===== src/logic/swr_pkg.sv =====
package swr_pkg;
  // ****************************************
  // clock and time base
  // ****************************************
  localparam int CLK_PERIOD_NS = 10;
  localparam int TICK_NS = 1000;
  localparam int TICK_CYCLES = (TICK_NS + CLK_PERIOD_NS - 1) / CLK_PERIOD_NS;
  localparam int DW = 16;
  localparam int TW = 25;

  // ****************************************
  // supervisory times, figures as specified
  // ****************************************
  localparam real HOLD_0_MS = 1.4;
  localparam real HOLD_1_MS = 28.0;
  localparam real HOLD_2_MS = 200.0;
  localparam real HOLD_3_MS = 1600.0;
  localparam real WD_0_MS = 6.3;
  localparam real WD_1_MS = 102.0;
  localparam real WD_2_MS = 1600.0;
  localparam real WD_3_S = 25.6;
  localparam real MR_OFF_S = 4.0;
  localparam real MR_ON_MS = 500.0;
  localparam real RESET_DELAY_US = 20.0;
  localparam int GLITCH_NS = 100;
  localparam int KICK_MIN_NS = 80;

  // ****************************************
  // derived counts (ticks of 1 us, cycles of pclk)
  // ****************************************
  localparam real TICKS_PER_MS = 1.0e6 / TICK_NS;
  localparam logic [TW-1:0] HOLD_0_T = TW'(int'(HOLD_0_MS * TICKS_PER_MS));
  localparam logic [TW-1:0] HOLD_1_T = TW'(int'(HOLD_1_MS * TICKS_PER_MS));
  localparam logic [TW-1:0] HOLD_2_T = TW'(int'(HOLD_2_MS * TICKS_PER_MS));
  localparam logic [TW-1:0] HOLD_3_T = TW'(int'(HOLD_3_MS * TICKS_PER_MS));
  localparam logic [TW-1:0] WD_0_T = TW'(int'(WD_0_MS * TICKS_PER_MS));
  localparam logic [TW-1:0] WD_1_T = TW'(int'(WD_1_MS * TICKS_PER_MS));
  localparam logic [TW-1:0] WD_2_T = TW'(int'(WD_2_MS * TICKS_PER_MS));
  localparam logic [TW-1:0] WD_3_T = TW'(int'(WD_3_S * 1000.0 * TICKS_PER_MS));
  localparam logic [TW-1:0] MR_OFF_T = TW'(int'(MR_OFF_S * 1000.0 * TICKS_PER_MS));
  localparam logic [TW-1:0] MR_ON_T = TW'(int'(MR_ON_MS * TICKS_PER_MS));
  localparam logic [TW-1:0] RD_T = TW'(int'(RESET_DELAY_US * TICKS_PER_MS / 1000.0));
  localparam int GLITCH_CYCLES = (GLITCH_NS + CLK_PERIOD_NS - 1) / CLK_PERIOD_NS;
  localparam int MR_FILT = GLITCH_CYCLES + 1;
  localparam int KICK_FILT = KICK_MIN_NS / CLK_PERIOD_NS / 2;

  // ****************************************
  // register map
  // ****************************************
  localparam int AW = 12;
  localparam logic [AW-1:0] CTRL_OFF = 12'h000;
  localparam logic [AW-1:0] STAT_OFF = 12'h004;
  localparam int CTRL_HOLD_LSB = 0;
  localparam int CTRL_WD_LSB = 2;
  localparam int CTRL_MODE_BIT = 4;
  localparam logic [1:0] HOLD_SEL_RST = 2'h2;
  localparam logic [1:0] WD_SEL_RST = 2'h2;
  localparam logic MR_MODE_RST = 1'b0;
  localparam int ST_RST_BIT = 0;
  localparam int ST_DOWN_BIT = 1;
  localparam int ST_FLOAT_BIT = 2;
  localparam int ST_RUN_LSB = 4;
  localparam int ST_STATE_LSB = 8;
  localparam int ST_WDX_BIT = 16;

  typedef enum logic [4:0] {
    ST_OFF = 5'h01,
    ST_ASSERT = 5'h02,
    ST_HOLD = 5'h04,
    ST_RUN = 5'h08,
    ST_DOWN = 5'h10
  } swr_state_t;

  function automatic logic [TW-1:0] hold_ticks(input logic [1:0] sel);
    hold_ticks = (sel == 2'h0) ? HOLD_0_T : (sel == 2'h1) ? HOLD_1_T :
                 (sel == 2'h2) ? HOLD_2_T : HOLD_3_T;
  endfunction : hold_ticks

  function automatic logic [TW-1:0] wd_ticks(input logic [1:0] sel);
    wd_ticks = (sel == 2'h0) ? WD_0_T : (sel == 2'h1) ? WD_1_T :
               (sel == 2'h2) ? WD_2_T : WD_3_T;
  endfunction : wd_ticks
endpackage : swr_pkg


===== src/logic/swr_cfg_if.sv =====
`timescale 1ns/1ps
`default_nettype none
interface swr_cfg_if;
  logic [1:0] hold_sel;
  logic [1:0] wd_sel;
  logic mr_mode;
  logic cfg_restore;
  logic wd_fire;
  logic [31:0] status;
  modport regs (output hold_sel, output wd_sel, output mr_mode,
                input cfg_restore, input wd_fire, input status);
  modport core (input hold_sel, input wd_sel, input mr_mode,
                output cfg_restore, output wd_fire, output status);
endinterface : swr_cfg_if
`default_nettype wire


===== src/logic/swr_deglitch.sv =====
`timescale 1ns/1ps
`default_nettype none
module swr_deglitch #(
  parameter int FILT = 4,
  parameter logic INIT = 1'b1
) (
  input wire logic clk,
  input wire logic rst_n,
  input wire logic din,
  output logic dout
);
  // ****************************************
  // two-stage sync, then a change must stand FILT samples
  // ****************************************
  logic s1_q;
  logic s2_q;
  logic out_q;
  logic [7:0] cnt_q;
  wire logic same = (s2_q == out_q);
  wire logic done = (cnt_q == 8'(FILT - 1));

  always_ff @(posedge clk or negedge rst_n) begin
    if (!rst_n) begin
      s1_q <= INIT;
      s2_q <= INIT;
    end else begin
      s1_q <= din;
      s2_q <= s1_q;
    end
  end

  always_ff @(posedge clk or negedge rst_n) begin
    if (!rst_n) begin
      out_q <= INIT;
      cnt_q <= 8'h00;
    end else if (same) begin
      cnt_q <= 8'h00;
    end else if (done) begin
      out_q <= s2_q;
      cnt_q <= 8'h00;
    end else begin
      cnt_q <= cnt_q + 8'h01;
    end
  end

  assign dout = out_q;
endmodule : swr_deglitch
`default_nettype wire


===== src/logic/swr_apb.sv =====
`timescale 1ns/1ps
`default_nettype none
module swr_apb (
  input wire logic pclk,
  input wire logic presetn,
  input wire logic psel,
  input wire logic penable,
  input wire logic pwrite,
  input wire logic [swr_pkg::AW-1:0] paddr,
  input wire logic [31:0] pwdata,
  output logic [31:0] prdata,
  output logic pready,
  output logic pslverr,
  swr_cfg_if.regs cfg
);
  import swr_pkg::*;

  // ****************************************
  // decode
  // ****************************************
  logic wdx_q;
  wire logic setup = psel & ~penable;
  wire logic access_wr = psel & penable & pwrite;
  wire logic hit_ctrl = (paddr == CTRL_OFF);
  wire logic hit_stat = (paddr == STAT_OFF);
  wire logic wr_ctrl = access_wr & hit_ctrl;
  wire logic clr_wdx = access_wr & hit_stat & pwdata[ST_WDX_BIT];
  wire logic [31:0] ctrl_rd = {27'h0, cfg.mr_mode, cfg.wd_sel, cfg.hold_sel};
  wire logic [31:0] stat_rd = cfg.status | (32'(wdx_q) << ST_WDX_BIT);
  wire logic [31:0] rd_mux = hit_ctrl ? ctrl_rd : hit_stat ? stat_rd : 32'h0;

  // ****************************************
  // bus answer: zero wait, read data captured in setup
  // ****************************************
  always_ff @(posedge pclk or negedge presetn) begin
    if (!presetn) begin
      prdata <= 32'h0;
      pslverr <= 1'b0;
      pready <= 1'b0;
    end else begin
      pready <= 1'b1;
      if (setup) begin
        prdata <= rd_mux;
        pslverr <= ~(hit_ctrl | hit_stat);
      end
    end
  end

  // ****************************************
  // registers; shutdown restore beats a write
  // ****************************************
  always_ff @(posedge pclk or negedge presetn) begin
    if (!presetn) begin
      cfg.hold_sel <= HOLD_SEL_RST;
      cfg.wd_sel <= WD_SEL_RST;
      cfg.mr_mode <= MR_MODE_RST;
    end else if (cfg.cfg_restore) begin
      cfg.hold_sel <= HOLD_SEL_RST;
      cfg.wd_sel <= WD_SEL_RST;
    end else if (wr_ctrl) begin
      cfg.hold_sel <= pwdata[CTRL_HOLD_LSB +: 2];
      cfg.wd_sel <= pwdata[CTRL_WD_LSB +: 2];
      cfg.mr_mode <= pwdata[CTRL_MODE_BIT];
    end
  end

  // expiry set wins over a same-cycle clear
  always_ff @(posedge pclk or negedge presetn) begin
    if (!presetn) begin
      wdx_q <= 1'b0;
    end else begin
      wdx_q <= cfg.wd_fire | (wdx_q & ~clr_wdx);
    end
  end
endmodule : swr_apb
`default_nettype wire


===== src/logic/swr_top.sv =====
// Contract
// - reset output driven low while the monitored rail is below threshold.
// - after rail recovery or watchdog expiry, reset held for full hold time.
// - hold time selectable 1.4, 28, 200 or 1600 ms; 200 ms default.
// - every kick edge, either direction, clears the watchdog; 80 ns pulses seen.
// - watchdog running a full period uncleared asserts reset.
// - watchdog period selectable 6.3, 102, 1600 ms or 25.6 s; 1600 ms default.
// - undervoltage reset on the second rail also clears the watchdog.
// - watchdog held cleared while reset asserted; counts only after release.
// - floating or undriven kick input disables the watchdog.
// - manual input works as processor reset or power switch; reset default.
// - negative glitches on manual input up to 100 ns are ignored.
// - processor mode: reset asserted while manual input held low.
// - processor mode: after manual release, reset held for hold time.
// - switch mode: manual low over 4 s shuts channels, restores hold and watchdog selects to default.
// - in shutdown, manual low 500 ms restarts channels per their enables.
// - input undervoltage asserts reset after the reset delay and keeps it.
// - supervision active only while some channel enable is high.
`timescale 1ns/1ps
`default_nettype none
module swr_top #(
  parameter int TICK_DIV = swr_pkg::TICK_CYCLES
) (
  input wire logic pclk,
  input wire logic presetn,
  input wire logic psel,
  input wire logic penable,
  input wire logic pwrite,
  input wire logic [swr_pkg::AW-1:0] paddr,
  input wire logic [31:0] pwdata,
  output logic [31:0] prdata,
  output logic pready,
  output logic pslverr,
  input wire logic rail_sense_in,
  input wire logic input_uv_in,
  input wire logic watchdog_kick_in,
  input wire logic kick_float_in,
  input wire logic manual_reset_n,
  input wire logic [3:0] channel_enable,
  output logic reset_out_n,
  output logic reset_out_oe,
  output logic [3:0] channel_run
);
  import swr_pkg::*;

  swr_cfg_if cfg ();

  // ****************************************
  // register slave
  // ****************************************
  swr_apb u_apb (
    .pclk(pclk),
    .presetn(presetn),
    .psel(psel),
    .penable(penable),
    .pwrite(pwrite),
    .paddr(paddr),
    .pwdata(pwdata),
    .prdata(prdata),
    .pready(pready),
    .pslverr(pslverr),
    .cfg(cfg.regs)
  );

  // ****************************************
  // pin conditioning
  // ****************************************
  logic mr_n_f;
  logic kick_f;
  logic kick_q;

  swr_deglitch #(.FILT(MR_FILT), .INIT(1'b1)) u_mr_flt (
    .clk(pclk),
    .rst_n(presetn),
    .din(manual_reset_n),
    .dout(mr_n_f)
  );

  // short filter: well below the narrowest kick pulse
  swr_deglitch #(.FILT(KICK_FILT), .INIT(1'b0)) u_kick_flt (
    .clk(pclk),
    .rst_n(presetn),
    .din(watchdog_kick_in),
    .dout(kick_f)
  );

  always_ff @(posedge pclk or negedge presetn) begin
    if (!presetn) begin
      kick_q <= 1'b0;
    end else begin
      kick_q <= kick_f;
    end
  end

  wire logic kick_edge = kick_f ^ kick_q;

  // ****************************************
  // time base
  // ****************************************
  logic [DW-1:0] div_q;
  logic tick_q;
  wire logic div_end = (div_q == DW'(TICK_DIV - 1));

  always_ff @(posedge pclk or negedge presetn) begin
    if (!presetn) begin
      div_q <= '0;
      tick_q <= 1'b0;
    end else begin
      div_q <= div_end ? '0 : div_q + DW'(1);
      tick_q <= div_end;
    end
  end

  // ****************************************
  // state and conditions
  // ****************************************
  swr_state_t st_q;
  swr_state_t st_d;
  logic [TW-1:0] hold_cnt_q;
  logic [TW-1:0] wd_cnt_q;
  logic [TW-1:0] mr_cnt_q;
  logic [TW-1:0] uv_cnt_q;
  logic down_arm_q;

  wire logic active = |channel_enable;
  wire logic switch_mode = cfg.mr_mode;
  wire logic mr_low = ~mr_n_f;
  wire logic uv_done = (uv_cnt_q == RD_T);
  wire logic rail_low = ~rail_sense_in;
  wire logic man_rst = ~switch_mode & mr_low;
  wire logic cause = rail_low | uv_done | man_rst;
  wire logic [TW-1:0] hold_len = hold_ticks(cfg.hold_sel);
  wire logic [TW-1:0] wd_len = wd_ticks(cfg.wd_sel);
  wire logic hold_done = tick_q & (hold_cnt_q == hold_len - TW'(1));
  wire logic wd_off = kick_float_in;
  wire logic wd_clr = (st_q != ST_RUN) | kick_edge | wd_off;
  wire logic wd_expire = ~wd_clr & tick_q & (wd_cnt_q == wd_len - TW'(1));
  wire logic shut_req = switch_mode & mr_low & (mr_cnt_q == MR_OFF_T);
  wire logic restart = down_arm_q & mr_low & (mr_cnt_q == MR_ON_T);

  always_comb begin
    st_d = st_q;
    case (st_q)
      ST_OFF: begin
        st_d = ST_ASSERT;
      end
      ST_ASSERT: begin
        if (!cause) st_d = ST_HOLD;
      end
      ST_HOLD: begin
        if (cause) st_d = ST_ASSERT;
        else if (hold_done) st_d = ST_RUN;
      end
      ST_RUN: begin
        if (cause) st_d = ST_ASSERT;
        else if (wd_expire) st_d = ST_HOLD;
      end
      ST_DOWN: begin
        if (restart) st_d = ST_ASSERT;
      end
      default: begin
        st_d = ST_OFF;
      end
    endcase
    // all enables low: supervision idle and shutdown cleared
    if (!active) st_d = ST_OFF;
    else if (shut_req && st_q != ST_DOWN) st_d = ST_DOWN;
  end

  always_ff @(posedge pclk or negedge presetn) begin
    if (!presetn) begin
      st_q <= ST_OFF;
    end else begin
      st_q <= st_d;
    end
  end

  // ****************************************
  // counters
  // ****************************************
  always_ff @(posedge pclk or negedge presetn) begin
    if (!presetn) begin
      hold_cnt_q <= '0;
    end else if (st_q != ST_HOLD) begin
      hold_cnt_q <= '0;
    end else if (tick_q) begin
      hold_cnt_q <= hold_cnt_q + TW'(1);
    end
  end

  always_ff @(posedge pclk or negedge presetn) begin
    if (!presetn) begin
      wd_cnt_q <= '0;
    end else if (wd_clr) begin
      wd_cnt_q <= '0;
    end else if (tick_q) begin
      wd_cnt_q <= wd_expire ? '0 : wd_cnt_q + TW'(1);
    end
  end

  // counts the press length; saturates so a long press fires once
  always_ff @(posedge pclk or negedge presetn) begin
    if (!presetn) begin
      mr_cnt_q <= '0;
    end else if (!mr_low || !switch_mode || st_d != st_q) begin
      mr_cnt_q <= '0;
    end else if (tick_q && mr_cnt_q != MR_OFF_T) begin
      mr_cnt_q <= mr_cnt_q + TW'(1);
    end
  end

  // after shutdown the button must be released before a restart press counts
  always_ff @(posedge pclk or negedge presetn) begin
    if (!presetn) begin
      down_arm_q <= 1'b0;
    end else if (st_q != ST_DOWN) begin
      down_arm_q <= 1'b0;
    end else if (!mr_low) begin
      down_arm_q <= 1'b1;
    end
  end

  always_ff @(posedge pclk or negedge presetn) begin
    if (!presetn) begin
      uv_cnt_q <= '0;
    end else if (!input_uv_in) begin
      uv_cnt_q <= '0;
    end else if (tick_q && !uv_done) begin
      uv_cnt_q <= uv_cnt_q + TW'(1);
    end
  end

  // ****************************************
  // outputs
  // ****************************************
  always_ff @(posedge pclk or negedge presetn) begin
    if (!presetn) begin
      reset_out_n <= 1'b0;
      reset_out_oe <= 1'b1;
      channel_run <= 4'h0;
    end else begin
      reset_out_n <= 1'b0;
      reset_out_oe <= (st_d != ST_RUN);
      channel_run <= (st_d == ST_DOWN) ? 4'h0 : channel_enable;
    end
  end

  assign cfg.cfg_restore = (st_d == ST_DOWN) & (st_q != ST_DOWN);
  assign cfg.wd_fire = wd_expire;
  assign cfg.status = (32'(reset_out_oe) << ST_RST_BIT)
                    | (32'(st_q == ST_DOWN) << ST_DOWN_BIT)
                    | (32'(wd_off) << ST_FLOAT_BIT)
                    | (32'(channel_run) << ST_RUN_LSB)
                    | (32'(st_q) << ST_STATE_LSB);
endmodule : swr_top
`default_nettype wire


===== config.mk =====
export PLATFORM = sky130hd
export DESIGN_NAME = swr_top
export DESIGN_NICKNAME = d
export VERILOG_FILES = /design/src/logic/swr_pkg.sv /design/src/logic/swr_cfg_if.sv /design/src/logic/swr_deglitch.sv /design/src/logic/swr_apb.sv /design/src/logic/swr_top.sv
export SDC_FILE = /design/constraint.sdc
export NUM_CORES = 1
export LEC_CHECK = 0
export BUFFER_PORTS_ARGS = -buffer_cell sky130_fd_sc_hd__buf_2
export CAP_MARGIN = 20
export CORE_UTILIZATION = 30
export CTS_CLUSTER_DIAMETER = 200
export CTS_CLUSTER_SIZE = 12
export DETAILED_ROUTE_END_ITERATION = 8
export HOLD_SLACK_MARGIN = 0.03
export MAX_ROUTING_LAYER = met4
export PLACE_DENSITY = 0.58
export SLEW_MARGIN = 40
export SYNTH_ARGS = -nofsm -noshare
export SYNTH_HDL_FRONTEND = slang
export SYNTH_SLANG_ARGS = --single-unit

===== constraint.sdc =====
create_clock -name pclk -period 5.8 [get_ports pclk]
set_input_delay 0 -clock pclk [delete_from_list [all_inputs] [get_ports pclk]]
set_output_delay 0 -clock pclk [all_outputs]
set_load 0.005 [all_outputs]

---- Word-level counts from Yosys, hierarchy flattened ----
Index checks and enable logic that the tools add are counted.
word-level totals
  bits of input ports ..................... 58
  bits in registers ....................... 191
  output and inout bits ................... 40
  word-level logic and storage cells ...... 158
operators by class
  bitwise gates (word level) .............. 38
  reductions and logical operators ........ 19
  add/subtract/negate cells ............... 9
  multiplexer cells ....................... 38
  equal/unequal tests ..................... 28
operators by type and width
  cell                     count
  $mux W25                 12
  $add A25 B1 Y25 const B  4
  $mux W32                 2
  $mux W21                 3
  $eq A25 B25 Y1           2
  $mux W5                  8
  $mux W8                  4
  $eq A25 B19 Y1 const B   1
  $eq A25 B22 Y1 const B   1
  $eq A25 B5 Y1 const B    1
  $ne A25 B22 Y1 const B   1
  $pmux W5 S5              1
  $sub A25 B1 Y25 const B  1
  $sub A21 B1 Y22 const B  1
  $or A13 B17 Y17          1
  $add A16 B1 Y16 const B  1
  $add A8 B1 Y8 const B    2
  $and A1 B1 Y1            16
  $eq A16 B7 Y1 const B    1
  $mux W16                 1
  $or A8 B13 Y13           1
  $eq A12 B3 Y1 const B    1
  $logic_not A12 Y1        1
  $eq A5 B5 Y1 const B     2
  other kinds (30)         63

---- Logic depth before layout (Yosys ltp) ----
  word-level depth ........................ 16
  mapped depth ............................ 10
  gate-level depth less buffers ........... 9

---- Hierarchy ----
A second synthesis with hierarchy kept.
unflattened totals
  cell total of the unflattened synthesis .. 1,028
  area total of the unflattened synthesis .. 10,128.5 um^2
by module, submodules not included
  module                     instances  area each (um^2)  seq. area each (um^2)  cells an instance
  swr_top                    1          7,393.3           3,230.6                765
  swr_apb                    1          1,735.4           1,003.5                176
  swr_deglitch (u_mr_flt)    1          506.7             279.0                  43
  swr_deglitch (u_kick_flt)  1          493.0             275.3                  44

---- Least setup slack after synthesis ----
No wires, ideal clock.
  kind .................................... register to register
  from .................................... register u_apb.cfg.wd_sel[1]
  to ...................................... register wd_cnt_q[10]
  path slack .............................. 2.977 ns
  stages on the path, launching flop included .. 10
  data required time ...................... 5.666 ns
  arrival ................................. 2.689 ns
  clock period less this slack ............ 2.823 ns
  library setup time ...................... 0.134 ns
  path buffers ............................ 2
  path through ............................ dfstp_2 -> inv_1 -> ha_1 -> or3_1 -> a2111oi_0 -> o2111ai_1 -> o21bai_1 -> clkbuf_1 -> buf_1 -> o31ai_1
between the ends
  word-level cells in the longest chain between the ends .. 10
  elaborated cells between the ends (all ways) .. 12
  those cells by class .................... 1 x add/sub; 3 x eq/ne; 6 x mux; 1 x bitwise; 1 x reduce/logical
RTL lines
  item                      line              source
  start: declaration        swr_cfg_if.sv:10  modport regs (output hold_sel, output wd_sel, output mr_mode,
  start signal: assignment  swr_apb.sv:62     cfg.wd_sel <= pwdata[CTRL_WD_LSB +: 2];
  $eq A2 B2 Y1              swr_pkg.sv:81     (sel == 2'h2) ? WD_2_T : WD_3_T;
  $mux W25                  swr_pkg.sv:81
  $mux W25                  swr_pkg.sv:80     wd_ticks = (sel == 2'h0) ? WD_0_T : (sel == 2'h1) ? WD_1_T :
  $mux W25 *                swr_pkg.sv:80
  $sub A25 B1 Y25 *         swr_top.sv:137    wire logic wd_expire = ~wd_clr & tick_q & (wd_cnt_q == wd_len - TW'(1));
  $eq A25 B25 Y1 *          swr_top.sv:137
  $and A1 B1 Y1 *           swr_top.sv:137
  $mux W25 *                swr_top.sv:197    wd_cnt_q <= wd_expire ? '0 : wd_cnt_q + TW'(1);
  $mux W25 *                swr_top.sv:196    end else if (tick_q) begin
  $mux W25 *                swr_top.sv:194    end else if (wd_clr) begin
  end signal: assignment    swr_top.sv:197
  end: declaration          swr_top.sv:120    logic [TW-1:0] wd_cnt_q;
Every way passes the cells marked *; elsewhere a longest branch is shown, timed or not. The select of a mux whose other input is x is not followed.
A chain may end at the register's enable or synchronous reset.

---- Worst setup path after layout ----
  from .................................... register u_apb.cfg.wd_sel[1]
  to ...................................... register wd_cnt_q[17]
The elaborated chain is that of the path after synthesis.

==> flow_summary.ini <==
[outcome]
status = complete, but fails checks
violations = design-rule violations

[cts]
tritoncts = built
htree_levels = 4
cts-root-buf = clkbuf_16
clk_latency_ns = 0.43
clockBufferDepth = 2
path_clk_slew_ns = 0.07
cts_sinks = 173
cts_buffers = 17
postCtsSetupBuffers = 0

[sta]
fin_crit_ns = 3.51
grt_setup_unrepaired = no
hold_viol = 0
final.setup_skew_ns = 0.0118
tightestPinTransition_ns = 0.784
min_period_over_period = 0.606
final_max_slew_viol_count = 0
slew_headroom = 0.476
clock.fmax_mhz = 285
setup_viol = 0
fin_setup_tns_ns = 0

[worst_setup_path]
cp.required_ns = 6.11
arrival_ns = 3.83
cp-end-kind = register
rrSetupSlack_ns = 2.29
cp-start-kind = register
cp_max_fo = 22
crit_type = reg -> reg

[finish]
diodes = 0
stdcell_count = 1407
layout-drive-gt1-share = 0.151
final_area_um2 = 10800
post-route-util = 0.350
syn2layout_area_growth_pct = 14.2
final_nets = 1074

[placement]
placed_area_um2 = 9950
hpwl_mm = 13.4
dp_cells = 1358
io_buffers = 52
routabilityCongestion = 0.796

[grt]
grt_pass1_vias = 6629
grtUsageTotal = 0.135
grt_max_degree = 63
antenna_found_initial = 0
grt-ovfl-total = 0
grt_first_pass_wirelength_mm = 33.6

[pwr]
p_total_uw = 2750
p_leak_uw = 0.00434
power_density_nw_per_um2 = 256
vdd_ir_drop_max_uv = 202

[routing]
drc = 5
initialDrtViolationCount = 433
totalWireLength_mm = 19.7
drt_first_pass_iters = 7
wl_per_cell_um = 14.0
drtAntennaViolNets = 0
via_per_inst = 4.89
vias = 6874

[floorplanning]
ios = 98
die_w_um = 179
die_h_um = 179
start_util = 0.306
die_area_um2 = 32100
design.core.area_um2 = 30700
row_count = 64

[logic_synthesis]
synth.most_common_cell = dfrtp_1
ys_ff_latch = 173
synthFlopType = dfrtp_1
synth_top_cells_by_area = dfrtp_1 44%, xnor2_1 6.5%, xor2_1 4.2%
synth.largest_area_cell = dfrtp_1
synth_commonest_cells = 166 x dfrtp_1, 87 x nor2_1, 82 x nand2_1, 70 x xnor2_1, 56 x nand3_1
netlist_instances = 943
ys_async_sr_fraction = 1.00
syn_area_per_cell_um2 = 9.99
synth_top_area_share = 0.441
synthDistinctLibCells = 76
synth_edf_count = 0
ys.warnings.count = 0
ys_seq_area_frac = 0.461
synth_area_um2 = 9420

[worst_hold_path]
min_path_type = in -> reg

[flow_run]
cap_viol_max_count = 0
## final timing paths
check | cells after the start | to | start
worst min-delay path | 2 | uv_cnt_q[4]$_DFFE_PN0P_ | input_uv_in
worst min register to register | 0 | u_mr_flt.s2_q$_DFF_PN1_ | u_mr_flt.s1_q$_DFF_PN1_
min in group asynchronous | 2 | wd_cnt_q[2]$_DFFE_PN0P_ | presetn
worst max-delay path | 10 | wd_cnt_q[17]$_DFFE_PN0P_ | u_apb.cfg.wd_sel[1]$_DFFE_PN1P_
worst max register to register | 10 | wd_cnt_q[17]$_DFFE_PN0P_ | u_apb.cfg.wd_sel[1]$_DFFE_PN1P_
max in group asynchronous | 3 | u_mr_flt.dout$_DFFE_PN1P_ | presetn
## power by group
part	leakage (µW)	internal, µW	switching, µW
registers	0.00235	1240	42.5
logic	0.00170	91.8	197
clock network	0.000292	652	532
## flip-flops by register name, summed over array words and instances (netlist names), 2 cells and up
register            count
wd_cnt_q               25
uv_cnt_q               25
u_apb.cfg.wd_sel        2
channel_run             4
hold_cnt_q             25
st_q                    5
div_q                  16
u_mr_flt.cnt_q          8
mr_cnt_q               25
u_apb.cfg.hold_sel      2
u_apb.prdata           14
u_kick_flt.cnt_q        8
## final cells by class
| cell class | instances | area [µm²] |
|---|---|---|
| inverters | 21 | 78.8 |
| fillers | 3151 | 20000 |
| repair buffers | 77 | 515 |
| well taps | 396 | 495 |
| clock buffers | 18 | 429 |
| multi-input cells | 708 | 4730 |
| flip-flops and latches | 173 | 4340 |
| clock inverters | 14 | 174 |
## metrics by stage
stage,hold slack [ns],setup slack [ns]
after floorplan,-0.296,2.98
after global placement,-0.00542,2.25
after detailed placement,-0.00301,2.23
after CTS,0.0335,2.22
after global routing,0.0836,1.88
final,0.0488,2.29
## critical path, cell delays in order (launching register included)
cell and delay (ns):
dfstp_2 0.59, inv_1 0.16, ha_1 0.25, or3_1 0.30
a2111oi_0 0.41, o2111ai_1 0.31, o21bai_2 0.68, buf_4 0.36
nor2_1 0.07, o21ai_0 0.16, o21ai_0 0.10
## cells by family (layout without fill, tap and decap cells)
group           after synthesis  after routing  share of synthesized area
simple gates                435            435                      0.263
xor+xnor                    116            116                      0.109
flops                       173            173                      0.461
fa+ha+maj                    18             18                     0.0239
other cells                   2             20                   0.000797
mux                          12             12                     0.0132
buf+inv                      80            130                     0.0496
compound gates              107            107                     0.0798
## timing repair
| item | in CTS | in global routing |
|---|---|---|
| endpoints found under the hold margin | 66 | 0 |
| hold buffers | 17 | 0 |
| resized for setup | 0 | 0 |
## per-layer routing
| layer | wire [µm] | GRT usage |
|---|---|---|
| met5 | 0 | - |
| met4 | 183 | 0.0389 |
| met1 | 9870 | 0.187 |
| met2 | 9040 | 0.200 |
| met3 | 583 | 0.0254 |
## layout by cell type (no fill, tap or decap), types with 4 or more instances in the layout
| cell type | n |
|---|---|
| a22o_1 | 10 |
| xor2_1 | 45 |
| dfrtp_1 | 166 |
| nand3_1 | 56 |
| nor4_2 | 23 |
| o21ai_1 | 8 |
| xnor2_1 | 70 |
| nand2_1 | 82 |
| and2_1 | 30 |
| nor4b_1 | 8 |
| or2_2 | 4 |
| buf_6 | 4 |
| clkbuf_16 | 17 |
| and4_1 | 9 |
| mux2i_1 | 9 |
| buf_2 | 51 |
| dfstp_2 | 7 |
| o31ai_1 | 14 |
| nand3b_1 | 4 |
| nor3_1 | 15 |
| or3_1 | 6 |
| or4_1 | 6 |
| nor3b_1 | 4 |
| a21oi_1 | 6 |
| conb_1 | 20 |
| dlygate4sd3_1 | 17 |
| buf_4 | 4 |
| o21ai_0 | 35 |
| nand2b_1 | 4 |
| and3_1 | 24 |
| o211ai_1 | 4 |
| nand4_1 | 20 |
| inv_6 | 6 |
| nor2_1 | 86 |
| ha_1 | 18 |
| nor2b_1 | 12 |
| inv_1 | 19 |
| nor4_1 | 20 |
No activity file was read; power rests on OpenSTA's default activity.
